$ cat config.mk
export PLATFORM = sky130hd
export DESIGN_NAME = ucd_core
export DESIGN_NICKNAME = d
export VERILOG_FILES = /design/src/core/ucd_pkg.sv /design/src/core/ucd_core.sv
export SDC_FILE = /design/constraint.sdc
export NUM_CORES = 1
export LEC_CHECK = 0
export BUFFER_PORTS_ARGS = -buffer_cell sky130_fd_sc_hd__clkbuf_2
export CAP_MARGIN = 5
export CORE_UTILIZATION = 61
export CTS_CLUSTER_SIZE = 30
export DETAILED_ROUTE_END_ITERATION = 10
export HOLD_SLACK_MARGIN = 0.03
export PLACE_DENSITY = 0.91
export SYNTH_ARGS = -nofsm -noshare
export SYNTH_HDL_FRONTEND = slang
export SYNTH_SLANG_ARGS = --single-unit
$ cat constraint.sdc
create_clock -name clk_i -period 5.1 [get_ports clk_i]
set_clock_uncertainty 0.1 [all_clocks]
set_input_delay 0.255 -clock clk_i [delete_from_list [all_inputs] [get_ports clk_i]]
set_output_delay 0.255 -clock clk_i [all_outputs]
set_load 0.05 [all_outputs]
$ cat src/core/ucd_pkg.sv
// Constants and types of the serial core.
// Assumes APB decode on the low eight address bits.
package ucd_pkg;

  // ==========================================================
  // Register byte offsets
  localparam logic [7:0] OFS_DATA  = 8'h00;  // FIFO data window
  localparam logic [7:0] OFS_RXSTS = 8'h04;  // Overrun status
  localparam logic [7:0] OFS_LINE  = 8'h08;  // line_control_register
  localparam logic [7:0] OFS_CTRL  = 8'h0C;  // Masks and loopback
  localparam logic [7:0] OFS_FLAG  = 8'h10;  // Live flags
  localparam logic [7:0] OFS_INT   = 8'h14;  // Interrupt status
  localparam logic [7:0] OFS_DMA   = 8'h18;  // dma_control_register

  // ==========================================================
  // Field positions
  localparam int LINE_PAR_EN   = 16;  // Parity enable
  localparam int LINE_PAR_EVEN = 17;  // Even parity when set
  localparam int LINE_TWO_STOP = 18;  // Two stop bits
  localparam int LINE_FIFO_EN  = 19;  // Full depth when set
  localparam int LINE_BREAK    = 20;  // Hold line low
  localparam int CTRL_LOOP     = 7;   // Loopback enable
  localparam int DMA_RX_EN     = 0;   // rx_dma_enable
  localparam int DMA_TX_EN     = 1;   // tx_dma_enable
  localparam int DMA_ERR_EN    = 2;   // dma_error_report_enable
  localparam int ERR_BRK       = 10;  // Break error in entry
  localparam int ERR_PAR       = 9;   // Parity error in entry
  localparam int ERR_FRM       = 8;   // Framing error in entry

  // ==========================================================
  // Reset values
  localparam logic [20:0] LINE_RST = 21'h08_0000;  // FIFOs on
  localparam logic [7:0]  CTRL_RST = 8'h00;
  localparam logic [2:0]  DMA_RST  = 3'h0;

  // ==========================================================
  // Timing counts in ticks of the x16 enable, data bits and bit times
  localparam logic [3:0] START_SAMPLE = 4'h7;  // Eighth tick
  localparam logic [3:0] BIT_LAST     = 4'hF;  // Sixteenth tick
  localparam logic [2:0] DATA_LAST    = 3'h7;  // Eight data bits
  localparam logic [5:0] RT_BITS      = 6'h20; // Idle bit times

  // ==========================================================
  // Serial state machines, one-hot
  typedef enum logic [4:0] {
    UCD_IDLE  = 5'h01,
    UCD_START = 5'h02,
    UCD_DATA  = 5'h04,
    UCD_PAR   = 5'h08,
    UCD_STOP  = 5'h10
  } ucd_ser_state_t;

endpackage

$ cat src/core/ucd_core.sv
// Serial core: APB slave, FIFOs, baud divider, serial engines,
// interrupts, DMA port. Assumes inputs sync to clk_i, which is
// also the bit-timing reference.
`timescale 1ns/1ns

// Behaviour
// - separate 16-entry transmit and receive FIFOs
// - one divider times both transmitter and receiver
// - four maskable interrupts from rx, timeout, tx, modem
// - combined interrupt when any unmasked request
// - framing/parity/break flags stored with character
// - overrun sets flag, keeps FIFO contents
// - FIFOs configurable to one byte deep
// - CTS, DCD, DSR feed modem status logic
// - no RI input, no RTS/DTR outputs
// - loopback routes transmit stream into receiver
// - APB decodes status, control and FIFO accesses
// - DMA moves bytes into and out of FIFOs
// - DMA carries eight bits, no status
// - transmit DMA only while its enable set
// - receive DMA only while its enable set
// - errors reach DMA as rx end indication
// - 16-bit down counter reload gives x16 pulse
// - start, data LSB first, parity, stop bits
// - start confirmed on eighth tick, then 16
// - entry bits 10/9/8 errors, 7:0 data
module ucd_core #(
  parameter int FIFO_DEPTH = 16  // Entries per FIFO
) (
  // Clock and reset
  input  wire logic        clk_i,
  input  wire logic        reset_n_i,
  // APB slave
  input  wire logic        psel_i,
  input  wire logic        penable_i,
  input  wire logic        pwrite_i,
  input  wire logic [7:0]  paddr_i,
  input  wire logic [31:0] pwdata_i,
  output logic      [31:0] prdata_o,
  output logic             pready_o,
  output logic             pslverr_o,
  // Serial line
  input  wire logic        rxd_i,
  output logic             txd_o,
  // Modem status, active low
  input  wire logic        cts_n_i,
  input  wire logic        dcd_n_i,
  input  wire logic        dsr_n_i,
  // DMA handshake
  output logic             tx_dma_req_o,
  input  wire logic        tx_dma_ack_i,
  input  wire logic [7:0]  tx_dma_data_i,
  output logic             rx_dma_req_o,
  input  wire logic        rx_dma_ack_i,
  output logic      [7:0]  rx_dma_data_o,
  output logic             rx_dma_valid_o,
  output logic             rx_end_indication_o,
  // Interrupts
  output logic             int_modem_o,
  output logic             int_rx_o,
  output logic             int_rt_o,
  output logic             int_tx_o,
  output logic             int_combined_o
);

  localparam int AW = $clog2(FIFO_DEPTH);

  initial begin
    if (FIFO_DEPTH < 2 || (1 << AW) != FIFO_DEPTH) begin
      $error("FIFO_DEPTH must be a power of two, at least 2");
    end
  end

  // ==========================================================
  // Storage and configuration
  logic [7:0]     tx_mem [FIFO_DEPTH];  // Transmit entries
  logic [10:0]    rx_mem [FIFO_DEPTH];  // Receive entries
  logic [AW-1:0]  tx_wp, tx_rp, rx_wp, rx_rp;
  logic [AW:0]    tx_cnt, rx_cnt, cap;
  logic [20:0]    line_reg;             // Divisor and format
  logic [7:0]     ctrl_reg;             // Masks [3:0], loopback
  logic [2:0]     dma_reg;              // DMA enables
  logic           ovr, msi;             // Sticky flags
  logic [2:0]     modem_prev;           // Last modem levels
  logic [5:0]     rt_cnt;               // Receive idle bit times
  logic [3:0]     bit_div;              // Ticks to bit times
  logic           tx_full, tx_empty, rx_full, rx_empty;
  logic           tx_pop, rx_push;
  logic [10:0]    rx_word;

  // One-byte mode only moves the full mark
  assign cap      = line_reg[ucd_pkg::LINE_FIFO_EN] ?
                    (AW+1)'(FIFO_DEPTH) : (AW+1)'(1);
  assign tx_full  = tx_cnt >= cap;
  assign rx_full  = rx_cnt >= cap;
  assign tx_empty = tx_cnt == '0;
  assign rx_empty = rx_cnt == '0;

  // ==========================================================
  // Baud divider
  logic [15:0] baud_cnt, next_baud_cnt;
  logic        baud_tick_x16, next_tick;

  // Down counter reloads divisor at zero and pulses
  always_comb begin
    next_tick     = baud_cnt == 16'h0000;
    next_baud_cnt = next_tick ? line_reg[15:0] : baud_cnt - 16'h0001;
  end

  always_ff @(posedge clk_i) begin
    if (!reset_n_i) begin
      baud_cnt      <= 16'h0000;
      baud_tick_x16 <= 1'b0;
    end else begin
      baud_cnt      <= next_baud_cnt;
      baud_tick_x16 <= next_tick;
    end
  end

  // ==========================================================
  // Transmitter
  ucd_pkg::ucd_ser_state_t tx_st, next_tx_st;
  logic [3:0] tx_tk, next_tx_tk;
  logic [2:0] tx_bit, next_tx_bit;
  logic [7:0] tx_sh, next_tx_sh;
  logic       tx_par, next_tx_par, tx_line, next_tx_line;
  logic       tx_end, txd_q;

  assign tx_end = tx_tk == ucd_pkg::BIT_LAST;

  // Shared tick times every bit of the frame
  always_comb begin
    next_tx_st   = tx_st;
    next_tx_tk   = tx_tk;
    next_tx_bit  = tx_bit;
    next_tx_sh   = tx_sh;
    next_tx_par  = tx_par;
    next_tx_line = tx_line;
    tx_pop       = 1'b0;
    if (baud_tick_x16) begin
      next_tx_tk = tx_tk + 4'h1;
      unique case (tx_st)
        ucd_pkg::UCD_IDLE: begin
          next_tx_tk = 4'h0;
          if (!tx_empty) begin  // Start bit
            tx_pop       = 1'b1;
            next_tx_sh   = tx_mem[tx_rp];
            next_tx_par  = ^tx_mem[tx_rp] ^
                           ~line_reg[ucd_pkg::LINE_PAR_EVEN];
            next_tx_line = 1'b0;
            next_tx_st   = ucd_pkg::UCD_START;
          end
        end
        ucd_pkg::UCD_START: if (tx_end) begin
          next_tx_line = tx_sh[0];  // LSB first
          next_tx_bit  = 3'h0;
          next_tx_st   = ucd_pkg::UCD_DATA;
        end
        ucd_pkg::UCD_DATA: if (tx_end) begin
          if (tx_bit != ucd_pkg::DATA_LAST) begin
            next_tx_sh   = tx_sh >> 1;
            next_tx_line = tx_sh[1];
            next_tx_bit  = tx_bit + 3'h1;
          end else if (line_reg[ucd_pkg::LINE_PAR_EN]) begin
            next_tx_line = tx_par;  // Optional parity
            next_tx_st   = ucd_pkg::UCD_PAR;
          end else begin
            next_tx_line = 1'b1;
            next_tx_bit  = 3'h0;
            next_tx_st   = ucd_pkg::UCD_STOP;
          end
        end
        ucd_pkg::UCD_PAR: if (tx_end) begin
          next_tx_line = 1'b1;
          next_tx_bit  = 3'h0;
          next_tx_st   = ucd_pkg::UCD_STOP;
        end
        ucd_pkg::UCD_STOP: if (tx_end) begin
          // Programmed number of stop bits
          if (line_reg[ucd_pkg::LINE_TWO_STOP] && tx_bit == 3'h0) begin
            next_tx_bit = 3'h1;
          end else begin
            next_tx_st = ucd_pkg::UCD_IDLE;
          end
        end
      endcase
    end
  end

  always_ff @(posedge clk_i) begin
    if (!reset_n_i) begin
      tx_st   <= ucd_pkg::UCD_IDLE;
      tx_tk   <= 4'h0;
      tx_bit  <= 3'h0;
      tx_sh   <= 8'h00;
      tx_par  <= 1'b0;
      tx_line <= 1'b1;
      txd_q   <= 1'b1;
    end else begin
      tx_st   <= next_tx_st;
      tx_tk   <= next_tx_tk;
      tx_bit  <= next_tx_bit;
      tx_sh   <= next_tx_sh;
      tx_par  <= next_tx_par;
      tx_line <= next_tx_line;
      // Break request forces the line low
      txd_q   <= next_tx_line & ~line_reg[ucd_pkg::LINE_BREAK];
    end
  end

  assign txd_o = txd_q;

  // ==========================================================
  // Receiver
  ucd_pkg::ucd_ser_state_t rx_st, next_rx_st;
  logic [3:0] rx_tk, next_rx_tk;
  logic [2:0] rx_bit, next_rx_bit;
  logic [7:0] rx_sh, next_rx_sh;
  logic       rx_perr, next_rx_perr, rx_allz, next_rx_allz;
  logic       rx_prev, rx_line, rx_end;

  // Loopback takes our own transmit stream
  assign rx_line = ctrl_reg[ucd_pkg::CTRL_LOOP] ? txd_q : rxd_i;
  assign rx_end  = rx_tk == ucd_pkg::BIT_LAST;

  always_comb begin
    next_rx_st   = rx_st;
    next_rx_tk   = rx_tk;
    next_rx_bit  = rx_bit;
    next_rx_sh   = rx_sh;
    next_rx_perr = rx_perr;
    next_rx_allz = rx_allz;
    rx_push      = 1'b0;
    rx_word      = 11'h000;
    if (rx_st == ucd_pkg::UCD_IDLE) begin
      // Only a falling edge starts, so a held break is one word
      if (rx_prev && !rx_line) begin
        next_rx_st = ucd_pkg::UCD_START;
        next_rx_tk = 4'h0;
      end
    end else if (baud_tick_x16) begin
      next_rx_tk = rx_tk + 4'h1;
      unique case (rx_st)
        ucd_pkg::UCD_START: if (rx_tk == ucd_pkg::START_SAMPLE) begin
          // Still low mid-bit, else a false start
          next_rx_st   = rx_line ? ucd_pkg::UCD_IDLE : ucd_pkg::UCD_DATA;
          next_rx_tk   = 4'h0;
          next_rx_bit  = 3'h0;
          next_rx_allz = 1'b1;
          next_rx_perr = 1'b0;
        end
        ucd_pkg::UCD_DATA: if (rx_end) begin
          next_rx_sh   = {rx_line, rx_sh[7:1]};
          next_rx_allz = rx_allz & ~rx_line;
          next_rx_bit  = rx_bit + 3'h1;
          if (rx_bit == ucd_pkg::DATA_LAST) begin
            next_rx_st = line_reg[ucd_pkg::LINE_PAR_EN] ?
                         ucd_pkg::UCD_PAR : ucd_pkg::UCD_STOP;
          end
        end
        ucd_pkg::UCD_PAR: if (rx_end) begin
          next_rx_perr = rx_line ^ (^rx_sh) ^ ~line_reg[ucd_pkg::LINE_PAR_EVEN];
          next_rx_allz = rx_allz & ~rx_line;
          next_rx_st   = ucd_pkg::UCD_STOP;
        end
        ucd_pkg::UCD_STOP: if (rx_end) begin
          // Errors travel with the character
          rx_push                  = 1'b1;
          rx_word[7:0]             = rx_sh;
          rx_word[ucd_pkg::ERR_FRM] = ~rx_line;
          rx_word[ucd_pkg::ERR_PAR] = rx_perr;
          rx_word[ucd_pkg::ERR_BRK] = rx_allz & ~rx_line;
          next_rx_st               = ucd_pkg::UCD_IDLE;
        end
        default: next_rx_st = ucd_pkg::UCD_IDLE;
      endcase
    end
  end

  always_ff @(posedge clk_i) begin
    if (!reset_n_i) begin
      rx_st   <= ucd_pkg::UCD_IDLE;
      rx_tk   <= 4'h0;
      rx_bit  <= 3'h0;
      rx_sh   <= 8'h00;
      rx_perr <= 1'b0;
      rx_allz <= 1'b0;
      rx_prev <= 1'b1;
    end else begin
      rx_st   <= next_rx_st;
      rx_tk   <= next_rx_tk;
      rx_bit  <= next_rx_bit;
      rx_sh   <= next_rx_sh;
      rx_perr <= next_rx_perr;
      rx_allz <= next_rx_allz;
      rx_prev <= rx_line;
    end
  end

  // ==========================================================
  // Bus, FIFO pointers, DMA and interrupts
  logic        acc, wr, rd, setup;
  logic        dma_tx_push, dma_rx_pop, tx_push, rx_pop;
  logic [7:0]  tx_wdata;
  logic [AW:0] next_tx_cnt, next_rx_cnt;
  logic [31:0] next_prdata;
  logic        next_slverr, next_ovr, next_msi;
  logic [5:0]  next_rt_cnt;
  logic [3:0]  raw_int, next_int;
  logic [2:0]  modem_now;

  assign modem_now = {~cts_n_i, ~dcd_n_i, ~dsr_n_i};

  always_comb begin
    setup = psel_i & ~penable_i;
    acc   = psel_i & penable_i & pready_o;
    wr    = acc & pwrite_i;
    rd    = acc & ~pwrite_i;
    // DMA handshakes only count while enabled
    dma_tx_push = tx_dma_ack_i & tx_dma_req_o & dma_reg[ucd_pkg::DMA_TX_EN];
    dma_rx_pop  = rx_dma_ack_i & rx_dma_req_o & dma_reg[ucd_pkg::DMA_RX_EN];
    // Either source fills the transmit FIFO
    tx_push  = (dma_tx_push | (wr && paddr_i == ucd_pkg::OFS_DATA)) & ~tx_full;
    tx_wdata = dma_tx_push ? tx_dma_data_i : pwdata_i[7:0];
    rx_pop   = (dma_rx_pop | (rd && paddr_i == ucd_pkg::OFS_DATA)) & ~rx_empty;
    next_tx_cnt = tx_cnt + (AW+1)'(tx_push) - (AW+1)'(tx_pop);
    next_rx_cnt = rx_cnt + (AW+1)'(rx_push & ~rx_full) - (AW+1)'(rx_pop);
    // Set wins over a clear written in the same cycle
    next_ovr = (ovr & ~(wr && paddr_i == ucd_pkg::OFS_RXSTS)) |
               (rx_push & rx_full);
    next_msi = (msi & ~(wr && paddr_i == ucd_pkg::OFS_INT && pwdata_i[0])) |
               (modem_now != modem_prev);
    // Idle time since last receive activity
    if (rx_push || rx_pop || rx_empty) begin
      next_rt_cnt = 6'h00;
    end else if (baud_tick_x16 && bit_div == 4'hF && rt_cnt != ucd_pkg::RT_BITS) begin
      next_rt_cnt = rt_cnt + 6'h01;
    end else begin
      next_rt_cnt = rt_cnt;
    end
    // Modem, receive, timeout, transmit sources
    raw_int  = {~tx_full, rt_cnt == ucd_pkg::RT_BITS, ~rx_empty, msi};
    next_int = raw_int & ctrl_reg[3:0];
    // Read data is captured during the setup cycle
    next_slverr = 1'b0;
    next_prdata = 32'h0000_0000;
    unique case (paddr_i)
      ucd_pkg::OFS_DATA:  next_prdata[10:0] = rx_mem[rx_rp];
      ucd_pkg::OFS_RXSTS: next_prdata[0]    = ovr;
      ucd_pkg::OFS_LINE:  next_prdata[20:0] = line_reg;
      ucd_pkg::OFS_CTRL:  next_prdata[7:0]  = ctrl_reg;
      ucd_pkg::OFS_FLAG:  next_prdata[7:0]  = {modem_now,
                            tx_st != ucd_pkg::UCD_IDLE || !tx_empty,
                            tx_empty, rx_full, tx_full, rx_empty};
      ucd_pkg::OFS_INT:   next_prdata[7:0]  = {raw_int, next_int};
      ucd_pkg::OFS_DMA:   next_prdata[2:0]  = dma_reg;
      default:            next_slverr       = 1'b1;
    endcase
  end

  always_ff @(posedge clk_i) begin
    if (!reset_n_i) begin
      tx_wp <= '0;
      tx_rp <= '0;
      rx_wp <= '0;
      rx_rp <= '0;
      tx_cnt <= '0;
      rx_cnt <= '0;
      line_reg <= ucd_pkg::LINE_RST;
      ctrl_reg <= ucd_pkg::CTRL_RST;
      dma_reg <= ucd_pkg::DMA_RST;
      ovr <= 1'b0;
      msi <= 1'b0;
      modem_prev <= 3'h0;
      rt_cnt <= 6'h00;
      bit_div <= 4'h0;
      prdata_o <= 32'h0000_0000;
      pready_o <= 1'b0;
      pslverr_o <= 1'b0;
      tx_dma_req_o <= 1'b0;
      rx_dma_req_o <= 1'b0;
      rx_dma_data_o <= 8'h00;
      rx_dma_valid_o <= 1'b0;
      rx_end_indication_o <= 1'b0;
      {int_tx_o, int_rt_o, int_rx_o, int_modem_o} <= 4'h0;
      int_combined_o <= 1'b0;
    end else begin
      if (tx_push) begin
        tx_mem[tx_wp] <= tx_wdata;
        tx_wp         <= tx_wp + AW'(1);
      end
      if (tx_pop) begin
        tx_rp <= tx_rp + AW'(1);
      end
      // A full FIFO refuses the word, old entries stay
      if (rx_push && !rx_full) begin
        rx_mem[rx_wp] <= rx_word;
        rx_wp         <= rx_wp + AW'(1);
      end
      if (rx_pop) begin
        rx_rp <= rx_rp + AW'(1);
      end
      tx_cnt     <= next_tx_cnt;
      rx_cnt     <= next_rx_cnt;
      ovr        <= next_ovr;
      msi        <= next_msi;
      modem_prev <= modem_now;
      rt_cnt     <= next_rt_cnt;
      if (baud_tick_x16) begin
        bit_div <= bit_div + 4'h1;
      end
      if (wr) begin
        unique case (paddr_i)
          ucd_pkg::OFS_LINE: line_reg <= pwdata_i[20:0];
          ucd_pkg::OFS_CTRL: ctrl_reg <= pwdata_i[7:0];
          ucd_pkg::OFS_DMA:  dma_reg  <= pwdata_i[2:0];
          default: ;
        endcase
      end
      // Zero-wait slave: access phase is the cycle after setup
      pready_o  <= setup;
      pslverr_o <= setup & next_slverr;
      if (setup) begin
        prdata_o <= next_prdata;
      end
      // Requests track space and data after this cycle
      tx_dma_req_o <= dma_reg[ucd_pkg::DMA_TX_EN] & (next_tx_cnt < cap);
      rx_dma_req_o <= dma_reg[ucd_pkg::DMA_RX_EN] & (next_rx_cnt != '0);
      // Byte only, status dropped
      rx_dma_valid_o <= dma_rx_pop & ~rx_empty;
      if (dma_rx_pop && !rx_empty) begin
        rx_dma_data_o <= rx_mem[rx_rp][7:0];
      end
      // Error character flagged to the engine when enabled
      rx_end_indication_o <= dma_rx_pop & ~rx_empty &
                             dma_reg[ucd_pkg::DMA_ERR_EN] & (|rx_mem[rx_rp][10:8]);
      {int_tx_o, int_rt_o, int_rx_o, int_modem_o} <= next_int;
      int_combined_o <= |next_int;
    end
  end

endmodule // ucd_core

-- After elaboration in Yosys (flattened, before gate mapping)
Memory sizes are Yosys's and may differ from the RTL's. A register that Yosys moved wholly into a read port is not among the register bits.
Index checks and enable logic that the tools add are counted.
- memories: 2
- output and inout port bits: 52
- bits in writable memories: 304
- flip-flop bits (word level): 176
- logic and storage cells: 292
- input port bits: 59
- memory list (name ; depth ; bits a word ; rd ports ; clocked after memory_dff ; wr ports ; line ; text):
    rx_mem ; 16 ; 11 ; 1 ; 1 ; 1 ; ucd_core.sv:77 ; logic [10:0] rx_mem [FIFO_DEPTH];
    tx_mem ; 16 ; 8 ; 1 ; 1 ; 1 ; ucd_core.sv:76 ; logic [7:0] tx_mem [FIFO_DEPTH];
- eq/ne operators: 47
- order comparisons: 3
- $add $sub $neg: 15
- bitwise logic cells: 47
- reductions and logical operators: 51
- multiplexer cells: 84
- operator list (kind ; count):
    $mux 5 ; 17
    $pmux 5 s5 ; 2
    $mux 11 ; 4
    $mux 4 ; 10
    $mux 8 ; 4
    $add 4x1->4 const B ; 7
    $mux 3 ; 9
    $mux 1 ; 26
    $eq 8x5->1 const B ; 3
    $ne 2x2->1 const B ; 12
    $and 1x1->1 ; 22
    $ne 3x3->1 const B ; 7
    $pmux 5 s4 ; 1
    $reduce_and 5->1 ; 4
    $eq 8x4->1 const B ; 2
    $logic_not 16->1 ; 1
    $mux 16 ; 1
    $pmux 8 s2 ; 1
    $reduce_xor 8->1 ; 2
    $sub 16x1->16 const B ; 1
    $not 1->1 ; 15
    $reduce_and 7->1 ; 2
    $eq 4x4->1 const B ; 3
    $pmux 2 s6 ; 1
    48 further kinds ; 90

-- Depth between registers and ports, before layout
- depth in word-level cells: 10
- mapped depth: 18
- depth with buffers taken out: 17

-- Worst setup path before layout
OpenSTA, ideal clock, no wires.
- kind: reg2reg
- start: register pready_o
- end: register tx_dma_req_o
- slack: 1.511 ns
- clock period less this slack: 3.589 ns
- setup time: 0.086 ns
- cell stages (with the launch flop): 17
- buffers on the path: 1
- required time: 4.914 ns
- arrival time: 3.403 ns
- path through: dfxtp_1 and4_1 nand3_1 a211o_1 buf_1 ha_1 inv_1 ha_1 inv_1 fa_1 nor2_1 nor2_1 nor2_1 nor2_1 xnor2_1 ha_1 a211oi_1
- cells in the longest elaborated chain, start to end: 9
- RTL lines (item ; line ; text):
    start, declared ; ucd_core.sv:40 ; output logic pready_o,
    start signal, assigned ; ucd_core.sv:421 ; pready_o <= setup;
    $and 1x1->1 ; ucd_core.sv:316 ; acc = psel_i & penable_i & pready_o;
    $and 1x1->1 ; ucd_core.sv:317 ; wr = acc & pwrite_i;
    $logic_and 1x1->1 ; ucd_core.sv:323 ; tx_push = (dma_tx_push | (wr && paddr_i == ucd_pkg::OFS_DATA)) & ~tx_full;
    $or 1x1->1 ; ucd_core.sv:323 ;
    $and 1x1->1 ; ucd_core.sv:323 ;
    $add 5x1->5 ; ucd_core.sv:326 ; next_tx_cnt = tx_cnt + (AW+1)'(tx_push) - (AW+1)'(tx_pop);
    $sub 5x1->5 ; ucd_core.sv:326 ;
    via next_tx_cnt[4] ; ucd_core.sv:305 ; logic [AW:0] next_tx_cnt, next_rx_cnt;
    $lt 5x5->1 ; ucd_core.sv:427 ; tx_dma_req_o <= dma_reg[ucd_pkg::DMA_TX_EN] & (next_tx_cnt < cap);
    $and 1x1->1 ; ucd_core.sv:427 ;
    end signal, assigned ; ucd_core.sv:427 ;
    end, declared ; ucd_core.sv:50 ; output logic tx_dma_req_o,
The timed path passes the listed nets, and every way through them passes these cells.
A chain may end at the register's enable or synchronous reset.

-- Final worst setup path
- start: register line_reg[19]
- end: register tx_dma_req_o
- cells in the longest elaborated chain, start to end: 8
- RTL lines (item ; line ; text):
    start, declared ; ucd_core.sv:80 ; logic [20:0] line_reg;
    start signal, assigned ; ucd_core.sv:369 ; line_reg <= ucd_pkg::LINE_RST;
    start signal, assigned ; ucd_core.sv:414 ; ucd_pkg::OFS_LINE: line_reg <= pwdata_i[20:0];
    $mux 5 ; ucd_core.sv:92 ; assign cap = line_reg[ucd_pkg::LINE_FIFO_EN] ?
    $ge 5x5->1 ; ucd_core.sv:94 ; assign tx_full = tx_cnt >= cap;
    $not 1->1 ; ucd_core.sv:323 ;
    $and 1x1->1 ; ucd_core.sv:323 ;
    $add 5x1->5 ; ucd_core.sv:326 ;
    $sub 5x1->5 ; ucd_core.sv:326 ;
    via next_tx_cnt[4] ; ucd_core.sv:305 ;
    $lt 5x5->1 ; ucd_core.sv:427 ;
    $and 1x1->1 ; ucd_core.sv:427 ;
The timed path passes the listed nets, and every way through them passes these cells.

==> results.json <==
{
  "syn_to_final_growth_pct": 12.34,
  "reg_top3": "rx_mem: 176 flops, tx_mem: 128 flops",
  "grt_max_degree": 99,
  "worstSetupPathType": "reg2reg",
  "cts-buffers-inserted": 45,
  "grt_overflow": 0,
  "num-fill-cells": 1818,
  "slew-limit-headroom": 0.1233,
  "cts.repair.resized": 0,
  "cts_buffer_depth": 3,
  "cp.arrival_ns": 4.54,
  "die_w_microns": 185.9,
  "syn_avg_cell_area_sq_um": 13.48,
  "ant_nets": 0,
  "dieArea_sq_um": 34560,
  "antenna_found_initial": 1,
  "clk_latency_ns": 0.57,
  "min_period_over_period": 0.8170,
  "cp-start-kind": "flop",
  "synth_seq_area_share": 0.6211,
  "timing.rr.start": "line_reg[19]",
  "max_freq_ghz": 0.2400,
  "htree_levels": 2,
  "layout_common_cells": "edfxtp_1 (304), dfxtp_1 (181), nor2_1 (151), nand2_1 (133), clkbuf_2 (88)",
  "rows": 66,
  "vias_per_cell": 6.729,
  "initial_utilization": 0.6277,
  "slew_viol_final": 0,
  "layout-drive-gt1-share": 0.1712,
  "cts_sinks": 488,
  "grt_pass1_vias": 14030,
  "port_buffers": 88,
  "r2r_cells": 17,
  "cp_max_fo": 16,
  "reg2reg_to": "tx_dma_req_o",
  "placeableCoreArea_sq_um": 32870,
  "die_y_microns": 185.9,
  "cts_setup_buffers": 0,
  "seq_area_sq_um": 12820,
  "synthCells": 1530,
  "cp.required_ns": 5.47,
  "grt_use_total": 0.3245,
  "first_pass_iters": 7,
  "hold_violations": 0,
  "synth_edf_count": 304,
  "nets": 1756,
  "setup_violations": 0,
  "drc": 0,
  "gp_congestion": 0.9012,
  "grt_pass1_wl_mm": 82.65,
  "synth_warnings": 0,
  "maxCapViolCount": 0,
  "rsz0062_at_grt": "false",
  "dpl.hpwl_mm": 33.54,
  "max-vdd-ir-drop_uv": 296.9,
  "clkTransAtPathRegs_ns": 0.06,
  "p_per_area_nw_per_um2": 357.5,
  "period_needed_ns": 4.167,
  "cts-root-buf": "clkbuf_16",
  "design_area_sq_um": 23180,
  "async_flop_share": 0,
  "io_pins": 111,
  "multiInputGateArea_sq_um": 7303,
  "setup_tns_ns": 0,
  "crit_end": "tx_dma_req_o",
  "worstSetupEndpointType": "flop",
  "leakage_nw": 8.307,
  "largest_reg_flops": 176,
  "worstMarginPinSlew_ns": 1.310,
  "largest-register": "rx_mem",
  "rrSetupSlack_ns": 0.93,
  "synth_cell_types": 80,
  "cts_tree": "built",
  "synth-seq-cells": 488,
  "holdWs_ns": 0.1105,
  "num_vias": 14340,
  "final_common_cell": "edfxtp_1",
  "status": "finished clean",
  "postRouteWirelength_mm": 55.05,
  "synth_flop_cell": "edfxtp_1",
  "post_synth_instance_area_sq_um": 20630,
  "cp-startpoint": "line_reg[19]",
  "detailedRoute.firstIterationViolations": 2289,
  "holdCritPathClass": "in2reg",
  "wl_per_cell_microns": 25.83,
  "place_area_sq_um": 21490
}
==> what timing repair did <==
| item | 4_1_cts | 5_1_grt |
|---|---|---|
| hold endpoints to repair | 38 | 0 |
| endpoints found under the setup margin | 0 | 0 |
| hold buffers | 27 | 0 |
==> logic make-up after synthesis <==
| family | Yosys count | synth area share |
|---|---|---|
| flops | 488 | 0.6211 |
| simple gates | 486 | 0.1119 |
| compound gates | 200 | 0.06162 |
| mux | 136 | 0.1249 |
| buf+inv | 120 | 0.02699 |
| xor+xnor | 54 | 0.02529 |
| fa+ha+maj | 45 | 0.02802 |
| other cells | 1 | 0.0001818 |
==> critical path, stage by stage, from the launching register on <==
cell      delay (ns)
dfxtp_1         0.37
inv_1           0.15
ha_1            0.32
nand3b_1        0.09
a41oi_1         0.40
a211o_1         0.59
ha_1            0.34
inv_1           0.08
ha_1            0.19
inv_1           0.06
fa_1            0.39
nor2_1          0.12
nor2_1          0.05
nor2_1          0.10
nor2_1          0.06
xnor2_1         0.19
ha_1            0.26
a211oi_1        0.21
==> where the power goes <==
group | total (mW) | switching [mW] | internal [mW]
Clock | 3.26 | 1.46 | 1.80
Combinational | 0.696 | 0.428 | 0.269
Sequential | 4.33 | 0.0871 | 4.24
==> how the worst min path moves through the flow <==
stage	start	slack (ns)	endpoint	cells past startpoint
after CTS	paddr_i[6]	0.04	pslverr_o	3
after global routing	paddr_i[0]	0.13	prdata_o[3]	5
after floorplan	dsr_n_i	0.23	modem_prev[0]	1
final	paddr_i[1]	0.11	prdata_o[7]	5
after detailed placement	prdata_o[19]	0.34	prdata_o[19]	2
after global placement	prdata_o[17]	0.34	prdata_o[17]	2
==> area by class of cell <==
type,instances,area share
Antenna cell,1,0.0001080
Sequential cell,488,0.5530
Multi-Input combinational cell,932,0.3151
Tap cell,442,0.02386
Clock buffer,64,0.05517
Inverter,38,0.006262
Timing Repair Buffer,147,0.04103
Clock inverter,19,0.005453
==> synthesized netlist by cell type (26+ instances only) <==
| cell | instances | area share |
|---|---|---|
| a21oi_1 | 80 | 0.019 |
| and2_1 | 26 | 0.0079 |
| clkbuf_1 | 55 | 0.010 |
| dfxtp_1 | 184 | 0.18 |
| edfxtp_1 | 304 | 0.44 |
| ha_1 | 43 | 0.026 |
| inv_1 | 37 | 0.0067 |
| mux2i_1 | 34 | 0.016 |
| mux4_2 | 74 | 0.081 |
| nand2_1 | 133 | 0.024 |
| nand3_1 | 49 | 0.012 |
| nor2_1 | 151 | 0.027 |
| nor3_1 | 27 | 0.0066 |
| o21ai_0 | 35 | 0.0085 |
| xnor2_1 | 27 | 0.011 |
==> routing by layer <==
metal | up-vias | GRT usage | routed length [microns]
met4 | 0 | 0.1784 | 3320
met3 | 288 | 0.07728 | 6349
met2 | 1218 | 0.5310 | 26260
li1 | 5954 | - | -
met5 | - | 0 | 0
met1 | 6879 | 0.3980 | 19120
==> per-stage QoR <==
stage | power, mW | util | worst slack [ns] | std cells
after floorplan | 4.883 | - | 1.511 | 1540
after global placement | 5.013 | 0.6539 | 1.228 | 2019
after detailed placement | 5.048 | 0.6539 | 1.140 | 2019
after CTS | 8.260 | 0.7049 | 1.081 | 2129
after global routing | 8.516 | 0.7052 | 0.7230 | 2131
final | 8.286 | 0.7052 | 0.9333 | 2131
Power figures use the tool's default switching activity.
